[src/rtl/sarcs_cfg.svh]
// Constants for the conversion sequencer: offsets, fields, resets, timing
`ifndef SARCS_CFG_SVH
`define SARCS_CFG_SVH

// ---------------------------------------------------------------------------
// Register offsets
// ---------------------------------------------------------------------------
`define SARCS_ADDR_W          8
`define SARCS_OFF_HV_AMP      8'hD6
`define SARCS_OFF_CONV_CTRL   8'hE8
`define SARCS_OFF_CONV_CFG    8'hBC
`define SARCS_OFF_RES_HI      8'hBF
`define SARCS_OFF_RES_LO      8'hBE
`define SARCS_OFF_MUX_CFG     8'hBA

// ---------------------------------------------------------------------------
// Field positions
// ---------------------------------------------------------------------------
`define SARCS_HV_EN_BIT       7
`define SARCS_CTL_EN_BIT      7
`define SARCS_CTL_TM_BIT      6
`define SARCS_CTL_DONE_BIT    5
`define SARCS_CTL_BUSY_BIT    4
`define SARCS_CTL_CM_HI       3
`define SARCS_CTL_CM_LO       2
`define SARCS_CTL_LJ_BIT      0
`define SARCS_CFG_DIV_HI      7
`define SARCS_CFG_DIV_LO      3
`define SARCS_MUX_HVDIFF_BIT  2

// ---------------------------------------------------------------------------
// Reset values
// ---------------------------------------------------------------------------
`define SARCS_RST_HV_AMP      8'h00
`define SARCS_RST_CONV_CTRL   8'h00
`define SARCS_RST_CONV_CFG    8'hF8
`define SARCS_RST_MUX_CFG     8'h00

// ---------------------------------------------------------------------------
// Timing
// ---------------------------------------------------------------------------
`define SARCS_CLK_MHZ         100
`define SARCS_MAX_KSPS        100
`define SARCS_MIN_SAMPLE_CYC  ((`SARCS_CLK_MHZ * 1000 + `SARCS_MAX_KSPS - 1) / `SARCS_MAX_KSPS)
`define SARCS_TRACK_CLKS      4'h3
`define SARCS_CONV_CLKS       4'hB
`define SARCS_RES_W           10

`endif

[src/rtl/sarcs_pkg.sv]
// Types for the conversion sequencer
package sarcs_pkg;

  typedef enum logic [1:0] {
    SARCS_SRC_SOFT,
    SARCS_SRC_TMR3,
    SARCS_SRC_PIN,
    SARCS_SRC_TMR2
  } sarcs_src_t;

  typedef enum logic [1:0] {
    SARCS_IDLE,
    SARCS_TRACK,
    SARCS_CONVERT
  } sarcs_state_t;

endpackage

[src/rtl/sarcs_top.sv]
// Conversion sequencer and amplifier control
`timescale 1ns/1ps
`default_nettype none

`include "sarcs_cfg.svh"

module sarcs_top (
  // Clock and reset
  input  wire logic        clock,
  input  wire logic        rst_n,
  // Register port
  input  wire logic [7:0]  addr,
  input  wire logic [7:0]  wdata,
  input  wire logic        wr_en,
  input  wire logic        rd_en,
  output logic      [7:0]  rdata,
  // Start sources and standby
  input  wire logic        tmr2_ovf,
  input  wire logic        tmr3_ovf,
  input  wire logic        ext_convert_start_pin,
  input  wire logic        chip_standby,
  // Analog front end
  input  wire logic [9:0]  sar_result,
  output logic             hv_amp_enable,
  output logic      [3:0]  hv_amp_gain_select,
  output logic             hv_ref_to_neg,
  output logic             conv_enable,
  output logic             track_en,
  output logic             convert_en,
  output logic             conv_irq
);

  // -------------------------------------------------------------------------
  // Registers
  // -------------------------------------------------------------------------
  logic [7:0]               hv_amp_q;
  logic [7:0]               ctrl_q;
  logic [7:0]               cfg_q;
  logic [7:0]               mux_q;
  logic [7:0]               res_hi_q;
  logic [7:0]               res_lo_q;
  logic [7:0]               rdata_q;
  logic                     busy_q;
  logic                     done_q;
  logic                     pin_s1_q;
  logic                     pin_s2_q;
  logic                     pin_s3_q;
  logic                     sby_s1_q;
  logic                     sby_s2_q;
  logic [3:0]               clk_cnt_q;
  logic [3:0]               clk_cnt_d;
  logic [15:0]              rate_cnt_q;
  logic                     irq_q;
  logic                     track_q;
  logic                     convert_q;
  sarcs_pkg::sarcs_state_t  state_q;
  sarcs_pkg::sarcs_state_t  state_d;

  // -------------------------------------------------------------------------
  // Decode
  // -------------------------------------------------------------------------
  wire        sel_hv    = (addr == `SARCS_OFF_HV_AMP);
  wire        sel_ctl   = (addr == `SARCS_OFF_CONV_CTRL);
  wire        sel_cfg   = (addr == `SARCS_OFF_CONV_CFG);
  wire        sel_hi    = (addr == `SARCS_OFF_RES_HI);
  wire        sel_lo    = (addr == `SARCS_OFF_RES_LO);
  wire        sel_mux   = (addr == `SARCS_OFF_MUX_CFG);
  wire        wr_ctl    = wr_en && sel_ctl;
  wire        adc_on    = ctrl_q[`SARCS_CTL_EN_BIT];
  wire        tm_lp     = ctrl_q[`SARCS_CTL_TM_BIT];
  wire        lj        = ctrl_q[`SARCS_CTL_LJ_BIT];
  wire [1:0]  cm        = ctrl_q[`SARCS_CTL_CM_HI:`SARCS_CTL_CM_LO];
  wire [4:0]  div       = cfg_q[`SARCS_CFG_DIV_HI:`SARCS_CFG_DIV_LO];
  wire        pin_rise  = pin_s2_q && !pin_s3_q;
  wire        pin_low   = !pin_s2_q;
  wire        soft_go   = wr_ctl && wdata[`SARCS_CTL_BUSY_BIT];

  // -------------------------------------------------------------------------
  // Start selection
  // -------------------------------------------------------------------------
  // Start source select
  wire        start_raw = (cm == sarcs_pkg::SARCS_SRC_SOFT) ? soft_go :
                          (cm == sarcs_pkg::SARCS_SRC_TMR3) ? tmr3_ovf :
                          (cm == sarcs_pkg::SARCS_SRC_PIN)  ? pin_rise :
                                                              tmr2_ovf;
  // Rate limit to 100 ksps
  wire        rate_ok   = (rate_cnt_q == 16'h0000);
  // Starts while busy are dropped
  wire        start     = adc_on && start_raw && !busy_q && rate_ok;

  // -------------------------------------------------------------------------
  // Conversion clock
  // -------------------------------------------------------------------------
  wire        sar_tick;
  wire        div_run   = (state_q != sarcs_pkg::SARCS_IDLE);

  // Period is system period times divider plus one
  sarcs_clk_div u_div (
    .clock (clock),
    .rst_n (rst_n),
    .run   (div_run),
    .div   (div),
    .tick  (sar_tick)
  );

  // -------------------------------------------------------------------------
  // Sequencer
  // -------------------------------------------------------------------------
  wire        pin_lp    = tm_lp && (cm == sarcs_pkg::SARCS_SRC_PIN);
  wire        track_end = sar_tick && (clk_cnt_q == `SARCS_TRACK_CLKS - 4'h1);
  wire        conv_end  = sar_tick && (clk_cnt_q == `SARCS_CONV_CLKS - 4'h1);
  wire        finish    = (state_q == sarcs_pkg::SARCS_CONVERT) && conv_end;

  always_comb begin
    state_d   = state_q;
    clk_cnt_d = clk_cnt_q;
    case (state_q)
      sarcs_pkg::SARCS_IDLE: begin
        clk_cnt_d = 4'h0;
        if (start) begin
          // Low-power mode tracks three clocks first, pin mode converts now
          state_d = (tm_lp && !pin_lp) ? sarcs_pkg::SARCS_TRACK
                                       : sarcs_pkg::SARCS_CONVERT;
        end
      end
      sarcs_pkg::SARCS_TRACK: begin
        if (sar_tick) begin
          clk_cnt_d = clk_cnt_q + 4'h1;
        end
        if (track_end) begin
          state_d   = sarcs_pkg::SARCS_CONVERT;
          clk_cnt_d = 4'h0;
        end
      end
      sarcs_pkg::SARCS_CONVERT: begin
        if (sar_tick) begin
          clk_cnt_d = clk_cnt_q + 4'h1;
        end
        if (conv_end) begin
          state_d   = sarcs_pkg::SARCS_IDLE;
          clk_cnt_d = 4'h0;
        end
      end
      default: begin
        state_d   = sarcs_pkg::SARCS_IDLE;
        clk_cnt_d = 4'h0;
      end
    endcase
    if (!adc_on) begin
      state_d   = sarcs_pkg::SARCS_IDLE;
      clk_cnt_d = 4'h0;
    end
  end

  // -------------------------------------------------------------------------
  // Tracking and result
  // -------------------------------------------------------------------------
  // Tracking request
  wire        idle      = (state_q == sarcs_pkg::SARCS_IDLE);
  wire        trk_cont  = !tm_lp && idle;
  wire        trk_lp    = (state_q == sarcs_pkg::SARCS_TRACK) ||
                          (pin_lp && idle && pin_low);
  wire        track_d   = adc_on && !sby_s2_q && (trk_cont || trk_lp);

  // Justified result
  wire        diff_rd   = mux_q[`SARCS_MUX_HVDIFF_BIT];
  wire [5:0]  sext      = diff_rd ? {6{sar_result[9]}} : 6'h00;
  wire [7:0]  hi_d      = lj ? sar_result[9:2] : {sext, sar_result[9:8]};
  wire [7:0]  lo_d      = lj ? {sar_result[1:0], 6'h00} : sar_result[7:0];

  // -------------------------------------------------------------------------
  // Read mux
  // -------------------------------------------------------------------------
  wire [7:0]  ctl_rd    = {ctrl_q[7:6], done_q, busy_q, ctrl_q[3:0]};
  wire [7:0]  hv_rd     = {hv_amp_q[7], 3'h0, hv_amp_q[3:0]};
  logic [7:0] rd_d;

  always_comb begin
    rd_d = 8'h00;
    if (sel_hv) begin
      rd_d = hv_rd;
    end else if (sel_ctl) begin
      rd_d = ctl_rd;
    end else if (sel_cfg) begin
      rd_d = cfg_q;
    end else if (sel_hi) begin
      rd_d = res_hi_q;
    end else if (sel_lo) begin
      rd_d = res_lo_q;
    end else if (sel_mux) begin
      rd_d = {5'h00, mux_q[2:0]};
    end
  end

  // -------------------------------------------------------------------------
  // Synchronisers
  // -------------------------------------------------------------------------
  always_ff @(posedge clock or negedge rst_n) begin
    if (!rst_n) begin
      pin_s1_q <= 1'b0;
      pin_s2_q <= 1'b0;
      pin_s3_q <= 1'b0;
      sby_s1_q <= 1'b0;
      sby_s2_q <= 1'b0;
    end else begin
      pin_s1_q <= ext_convert_start_pin;
      pin_s2_q <= pin_s1_q;
      pin_s3_q <= pin_s2_q;
      sby_s1_q <= chip_standby;
      sby_s2_q <= sby_s1_q;
    end
  end

  // -------------------------------------------------------------------------
  // Software registers
  // -------------------------------------------------------------------------
  always_ff @(posedge clock or negedge rst_n) begin
    if (!rst_n) begin
      hv_amp_q <= `SARCS_RST_HV_AMP;
      ctrl_q   <= `SARCS_RST_CONV_CTRL;
      cfg_q    <= `SARCS_RST_CONV_CFG;
      mux_q    <= `SARCS_RST_MUX_CFG;
    end else if (wr_en) begin
      if (sel_hv) begin
        hv_amp_q <= {wdata[7], 3'h0, wdata[3:0]};
      end else if (sel_ctl) begin
        ctrl_q <= wdata;
      end else if (sel_cfg) begin
        cfg_q <= wdata;
      end else if (sel_mux) begin
        mux_q <= {5'h00, wdata[2:0]};
      end
    end
  end

  // -------------------------------------------------------------------------
  // Sequencer state
  // -------------------------------------------------------------------------
  always_ff @(posedge clock or negedge rst_n) begin
    if (!rst_n) begin
      state_q   <= sarcs_pkg::SARCS_IDLE;
      clk_cnt_q <= 4'h0;
    end else begin
      state_q   <= state_d;
      clk_cnt_q <= clk_cnt_d;
    end
  end

  // -------------------------------------------------------------------------
  // Busy and done flags
  // -------------------------------------------------------------------------
  always_ff @(posedge clock or negedge rst_n) begin
    if (!rst_n) begin
      busy_q <= 1'b0;
      done_q <= 1'b0;
    end else begin
      // Busy high for the whole conversion
      if (start) begin
        busy_q <= 1'b1;
      end else if (finish || !adc_on) begin
        busy_q <= 1'b0;
      end
      // Done set on conversion finish, not on disable; set beats software clear
      if (finish) begin
        done_q <= 1'b1;
      end else if (wr_ctl && !wdata[`SARCS_CTL_DONE_BIT]) begin
        done_q <= 1'b0;
      end
    end
  end

  // -------------------------------------------------------------------------
  // Result registers
  // -------------------------------------------------------------------------
  always_ff @(posedge clock or negedge rst_n) begin
    if (!rst_n) begin
      res_hi_q <= 8'h00;
      res_lo_q <= 8'h00;
    end else if (finish) begin
      res_hi_q <= hi_d;
      res_lo_q <= lo_d;
    end
  end

  // -------------------------------------------------------------------------
  // Start spacing
  // -------------------------------------------------------------------------
  always_ff @(posedge clock or negedge rst_n) begin
    if (!rst_n) begin
      rate_cnt_q <= 16'h0000;
    end else if (start) begin
      rate_cnt_q <= 16'(`SARCS_MIN_SAMPLE_CYC - 1);
    end else if (!rate_ok) begin
      rate_cnt_q <= rate_cnt_q - 16'h0001;
    end
  end

  // -------------------------------------------------------------------------
  // Output flops
  // -------------------------------------------------------------------------
  always_ff @(posedge clock or negedge rst_n) begin
    if (!rst_n) begin
      irq_q     <= 1'b0;
      track_q   <= 1'b0;
      convert_q <= 1'b0;
      rdata_q   <= 8'h00;
    end else begin
      irq_q     <= finish;
      track_q   <= track_d;
      convert_q <= (state_d == sarcs_pkg::SARCS_CONVERT);
      rdata_q   <= rd_en ? rd_d : 8'h00;
    end
  end

  assign rdata              = rdata_q;
  assign hv_amp_enable      = hv_amp_q[`SARCS_HV_EN_BIT];
  assign hv_amp_gain_select = hv_amp_q[3:0];
  assign hv_ref_to_neg      = mux_q[`SARCS_MUX_HVDIFF_BIT];
  assign conv_enable        = ctrl_q[`SARCS_CTL_EN_BIT];
  assign track_en           = track_q;
  assign convert_en         = convert_q;
  assign conv_irq           = irq_q;

endmodule
`default_nettype wire

[src/rtl/sarcs_clk_div.sv]
// Conversion clock tick generator
`timescale 1ns/1ps
`default_nettype none

module sarcs_clk_div (
  // Clock and reset
  input  wire logic       clock,
  input  wire logic       rst_n,
  // Control
  input  wire logic       run,
  input  wire logic [4:0] div,
  // Tick
  output logic            tick
);

  logic [4:0] cnt_q;
  logic [4:0] cnt_d;
  logic       tick_q;
  wire        wrap = (cnt_q >= div);

  assign cnt_d = (!run || wrap) ? 5'h00 : cnt_q + 5'h01;
  assign tick  = tick_q;

  always_ff @(posedge clock or negedge rst_n) begin
    if (!rst_n) begin
      cnt_q  <= 5'h00;
      tick_q <= 1'b0;
    end else begin
      cnt_q  <= cnt_d;
      tick_q <= run && wrap;
    end
  end

endmodule
`default_nettype wire

[config.mk]
export PLATFORM = sky130hd
export DESIGN_NAME = sarcs_top
export DESIGN_NICKNAME = d
export VERILOG_FILES = /design/src/rtl/sarcs_pkg.sv /design/src/rtl/sarcs_top.sv /design/src/rtl/sarcs_clk_div.sv
export VERILOG_INCLUDE_DIRS = /design/src /design/src/rtl
export SDC_FILE = /design/constraint.sdc
export NUM_CORES = 1
export LEC_CHECK = 0
export ABC_AREA = 1
export BUFFER_PORTS_ARGS = -buffer_cell sky130_fd_sc_hd__buf_2
export CAP_MARGIN = 30
export CORE_ASPECT_RATIO = 0.7
export CORE_MARGIN = 10
export CORE_UTILIZATION = 50
export CTS_BUF_LIST = sky130_fd_sc_hd__clkbuf_4 sky130_fd_sc_hd__clkbuf_8
export DETAILED_ROUTE_END_ITERATION = 7
export HOLD_SLACK_MARGIN = 0.12
export PLACE_DENSITY = 0.7
export SETUP_SLACK_MARGIN = 0.2
export SLEW_MARGIN = 20
export SYNTH_ARGS = -nofsm -noshare
export SYNTH_HDL_FRONTEND = slang
export SYNTH_SLANG_ARGS = --single-unit
export TNS_END_PERCENT = 5
[constraint.sdc]
create_clock -name clock -period 3.4 [get_ports clock]
set_input_delay 0.51 -clock clock [delete_from_list [all_inputs] [get_ports clock]]
set_output_delay 0.51 -clock clock [all_outputs]
set_load 0.03 [all_outputs]
==> metrics.cfg <==
[status]
status=completed

[synthesis]
ys_async_sr_fraction_pct=100
synth_nets=536
synth_edf_count=0
avgSynthCellArea_um2=8.73
ys.flop_type=dfrtp_1
yosysWarnings=0
postSynthCellCount=488
netlist_area_mm2=0.00426
synth_cell_types=42
synth_seq_cells=84
ys_seq_area_share_pct=49.5

[timing]
fin_crit_ns=1.78
fin_tns_setup_ns=0
max_freq_mhz=562
hold_violations=0
setup_viol=0
slew_headroom_pct=67.3
finClkSkew_ns=0.0142
period_share_pct=52.3
drv_slew=0
fin_ws_ns=1.62
rsz0062_at_grt=no
worst_slew_pin_slew_ns=0.487

[clock_tree]
clock_latency_ns=0.37
cts_max_path_buffers=2
cts_tree=built
clkSlewWorstSetupHoldPaths_ns=0.08
clock-sinks=84
cts_made_buffers=9
cts_setup_buffers=0
htreeDepth=3
clockRootBuffer=clkbuf_8

[power]
total_leakage_power_nw=2.43
power_density_mw_per_mm2=407
fin_total_pwr_w=0.00199
vdd_drop_max_mv=0.424

[critical_path]
max_stage_delay_ns=0.42
cp.buffers_inverters=2
reg2regPathDepth=8
crit_path_start_kind=flip-flop
reg2reg_to=res_lo_q[2]
crit_type=reg2reg
cp_top_family=simple AND/OR/NAND/NOR gates
path_max_fanout=33
cp_cell_sequence=inv_1, ha_1, nand3b_1, nor2_1, nand2_1, inv_2, nand3_1, o21ai_0
cp_data_required_time_ns=3.66
end_kind=flip-flop
slowest_stage=dfrtp_1
r2r_setup_slack_ns=1.62
worst_ep_arrival_time_ns=2.04
worstReg2RegStart=clk_cnt_q[0]

[finish]
final_core_util_pct=58.3
finalNetCount=594
drive_gt1_share_pct=20.7
fillers=737
finalNonFillerCells=656
diodes=0
area_growth_syn_to_layout_pct=14.6

[floorplanning]
core_mm2=0.00837
ios=52
initial_utilization_pct=50.9
num_rows=28
dieHeight_um=97.2
die-area_mm2=0.0127
die_x_um=130

[placement]
dp_cells=639
place.gp.congestion=0.908
place_ws_ns=1.50
post-dp-hpwl_um=7480
port_buffers=51

[grt]
grt_use_total_pct=16.0
grt-ovfl-total=0
antenna_found_initial=0
grt_max_degree=50
grt_pass1_wl_um=16400
grt_pass1_vias=3410

[drt]
num_vias=3395
drc=0
wire_per_inst_um=14.8
drtIter0Drc=234
drt.antenna.violating_nets=0
vias_per_cell=5.18
firstDrtPassIters=5
wirelength_um=9700

[min_path]
min_to=pin_s1_q
hold_depth=1
min_path_type=in2reg
min_from=ext_convert_start_pin

[flow_run]
maxCapViolations=0

-- Yosys cell counts (all sizes together) (3+ instances only) --
cell type / instances / area (µm²)
o21a: 5 / 37.5
nor3: 11 / 76.3
a31oi: 3 / 18.8
buf: 5 / 33.8
o221ai: 6 / 52.6
xnor2: 6 / 52.6
inv: 75 / 282
dfstp: 5 / 131
o21ai: 49 / 245
nand3: 26 / 148
nand2: 91 / 367
o21bai: 3 / 22.5
nor2: 53 / 257
ha: 14 / 175
o211ai: 4 / 30.0
xor2: 9 / 78.8
nand4: 9 / 62.6
a21oi: 19 / 98.9
dfrtp: 79 / 1980
o22ai: 8 / 50.1
-- sequential cells by signal, indices dropped and copies added (netlist names), 2 cells and up --
signal	flops
ctrl_q	6
res_lo_q	8
rate_cnt_q	16
cfg_q	8
state_q	2
res_hi_q	8
mux_q	3
rdata	8
clk_cnt_q	4
hv_amp_q	5
u_div.cnt_q	5
-- how the worst max path moves through the flow --
stage / startpoint / endpoint / slack [ns] / cells after the start
floorplan: cfg_q[7] / u_div.cnt_q[0] / 1.85 / 7
global placement: addr[2] / done_q / 1.57 / 9
detailed placement: addr[2] / done_q / 1.50 / 9
CTS: clk_cnt_q[0] / res_lo_q[2] / 1.61 / 8
global route: clk_cnt_q[0] / res_lo_q[2] / 1.47 / 8
finish: clk_cnt_q[0] / res_lo_q[2] / 1.62 / 8
-- logic make-up (layout without fill, tap and decap cells) --
| logic type | Yosys count | count (layout) | share of synthesized area [%] |
|---|---|---|---|
| adders and majority gates | 14 | 14 | 4.11 |
| and+or+nand+nor | 193 | 193 | 22.0 |
| xor gates and xnor gates | 15 | 15 | 3.08 |
| DFF | 84 | 84 | 49.5 |
| buffers and inverters | 81 | 144 | 7.49 |
| AOI/OAI and AO/OA | 101 | 101 | 13.9 |
-- report_power, final --
| group | leakage [nW] | switching (W) | internal (W) |
|---|---|---|---|
| clock | 0.115 | 0.000377 | 0.000441 |
| combinational | 1.29 | 0.0000873 | 0.0000461 |
| sequential | 1.02 | 0.0000170 | 0.00102 |
-- final cells by class --
type / instances / area, µm² / share of cell area, %
multi-input cells: 323 / 1830 / 37.6
well taps: 105 / 131 / 2.69
flip-flops and latches: 84 / 2110 / 43.2
repair buffers: 53 / 295 / 6.05
clock buffers: 10 / 138 / 2.82
clock inverters: 6 / 96.3 / 1.97
inverters: 75 / 282 / 5.76
-- layer usage --
layer | wire length [µm] | track usage, % | vias up
li1 | - | - | 1726
met1 | 4910 | 23.2 | 1577
met2 | 3950 | 21.6 | 78
met3 | 695 | 5.94 | 14
met4 | 146 | 4.60 | 0
met5 | 0 | 0 | -
-- cell usage in the layout (no fill, tap or decap), types with 2 or more instances in the layout --
cell type | netlist | routed
buf_2 | 3 | 50
a31oi_1 | 3 | 3
nor3_2 | 2 | 2
clkbuf_8 | 0 | 10
o21ai_1 | 17 | 17
o211ai_1 | 4 | 4
nand3_1 | 24 | 24
xnor2_1 | 6 | 6
nor2_2 | 11 | 11
nand4_1 | 8 | 8
nor3_1 | 8 | 8
bufinv_16 | 0 | 2
dfstp_2 | 5 | 5
nand2_1 | 83 | 83
nor2_1 | 38 | 38
o21a_1 | 5 | 5
nand2_2 | 7 | 7
inv_1 | 66 | 66
a21oi_1 | 18 | 18
clkinv_4 | 0 | 2
dfrtp_1 | 79 | 79
nor2_4 | 4 | 4
inv_2 | 9 | 9
xor2_1 | 9 | 9
ha_1 | 14 | 14
o21bai_1 | 3 | 3
o221ai_1 | 6 | 6
o21ai_0 | 32 | 32
o22ai_1 | 8 | 8
-- stage by stage --
step / area, µm² / hold slack [ns]
after floorplan: 4260 / 0.214
after global placement: 4610 / 0.334
after detailed placement: 4640 / 0.335
after CTS: 4880 / 0.235
after global routing: 4880 / 0.236
final: 4880 / 0.254
-- timing repair --
| action | CTS | global route |
|---|---|---|
| hold buffers | 1 | 0 |
| hold endpoints to repair | 35 | 0 |
| gates resized for setup | 0 | 0 |
| endpoints found under the setup margin | 0 | 0 |
Power figures use the tool's default switching activity.
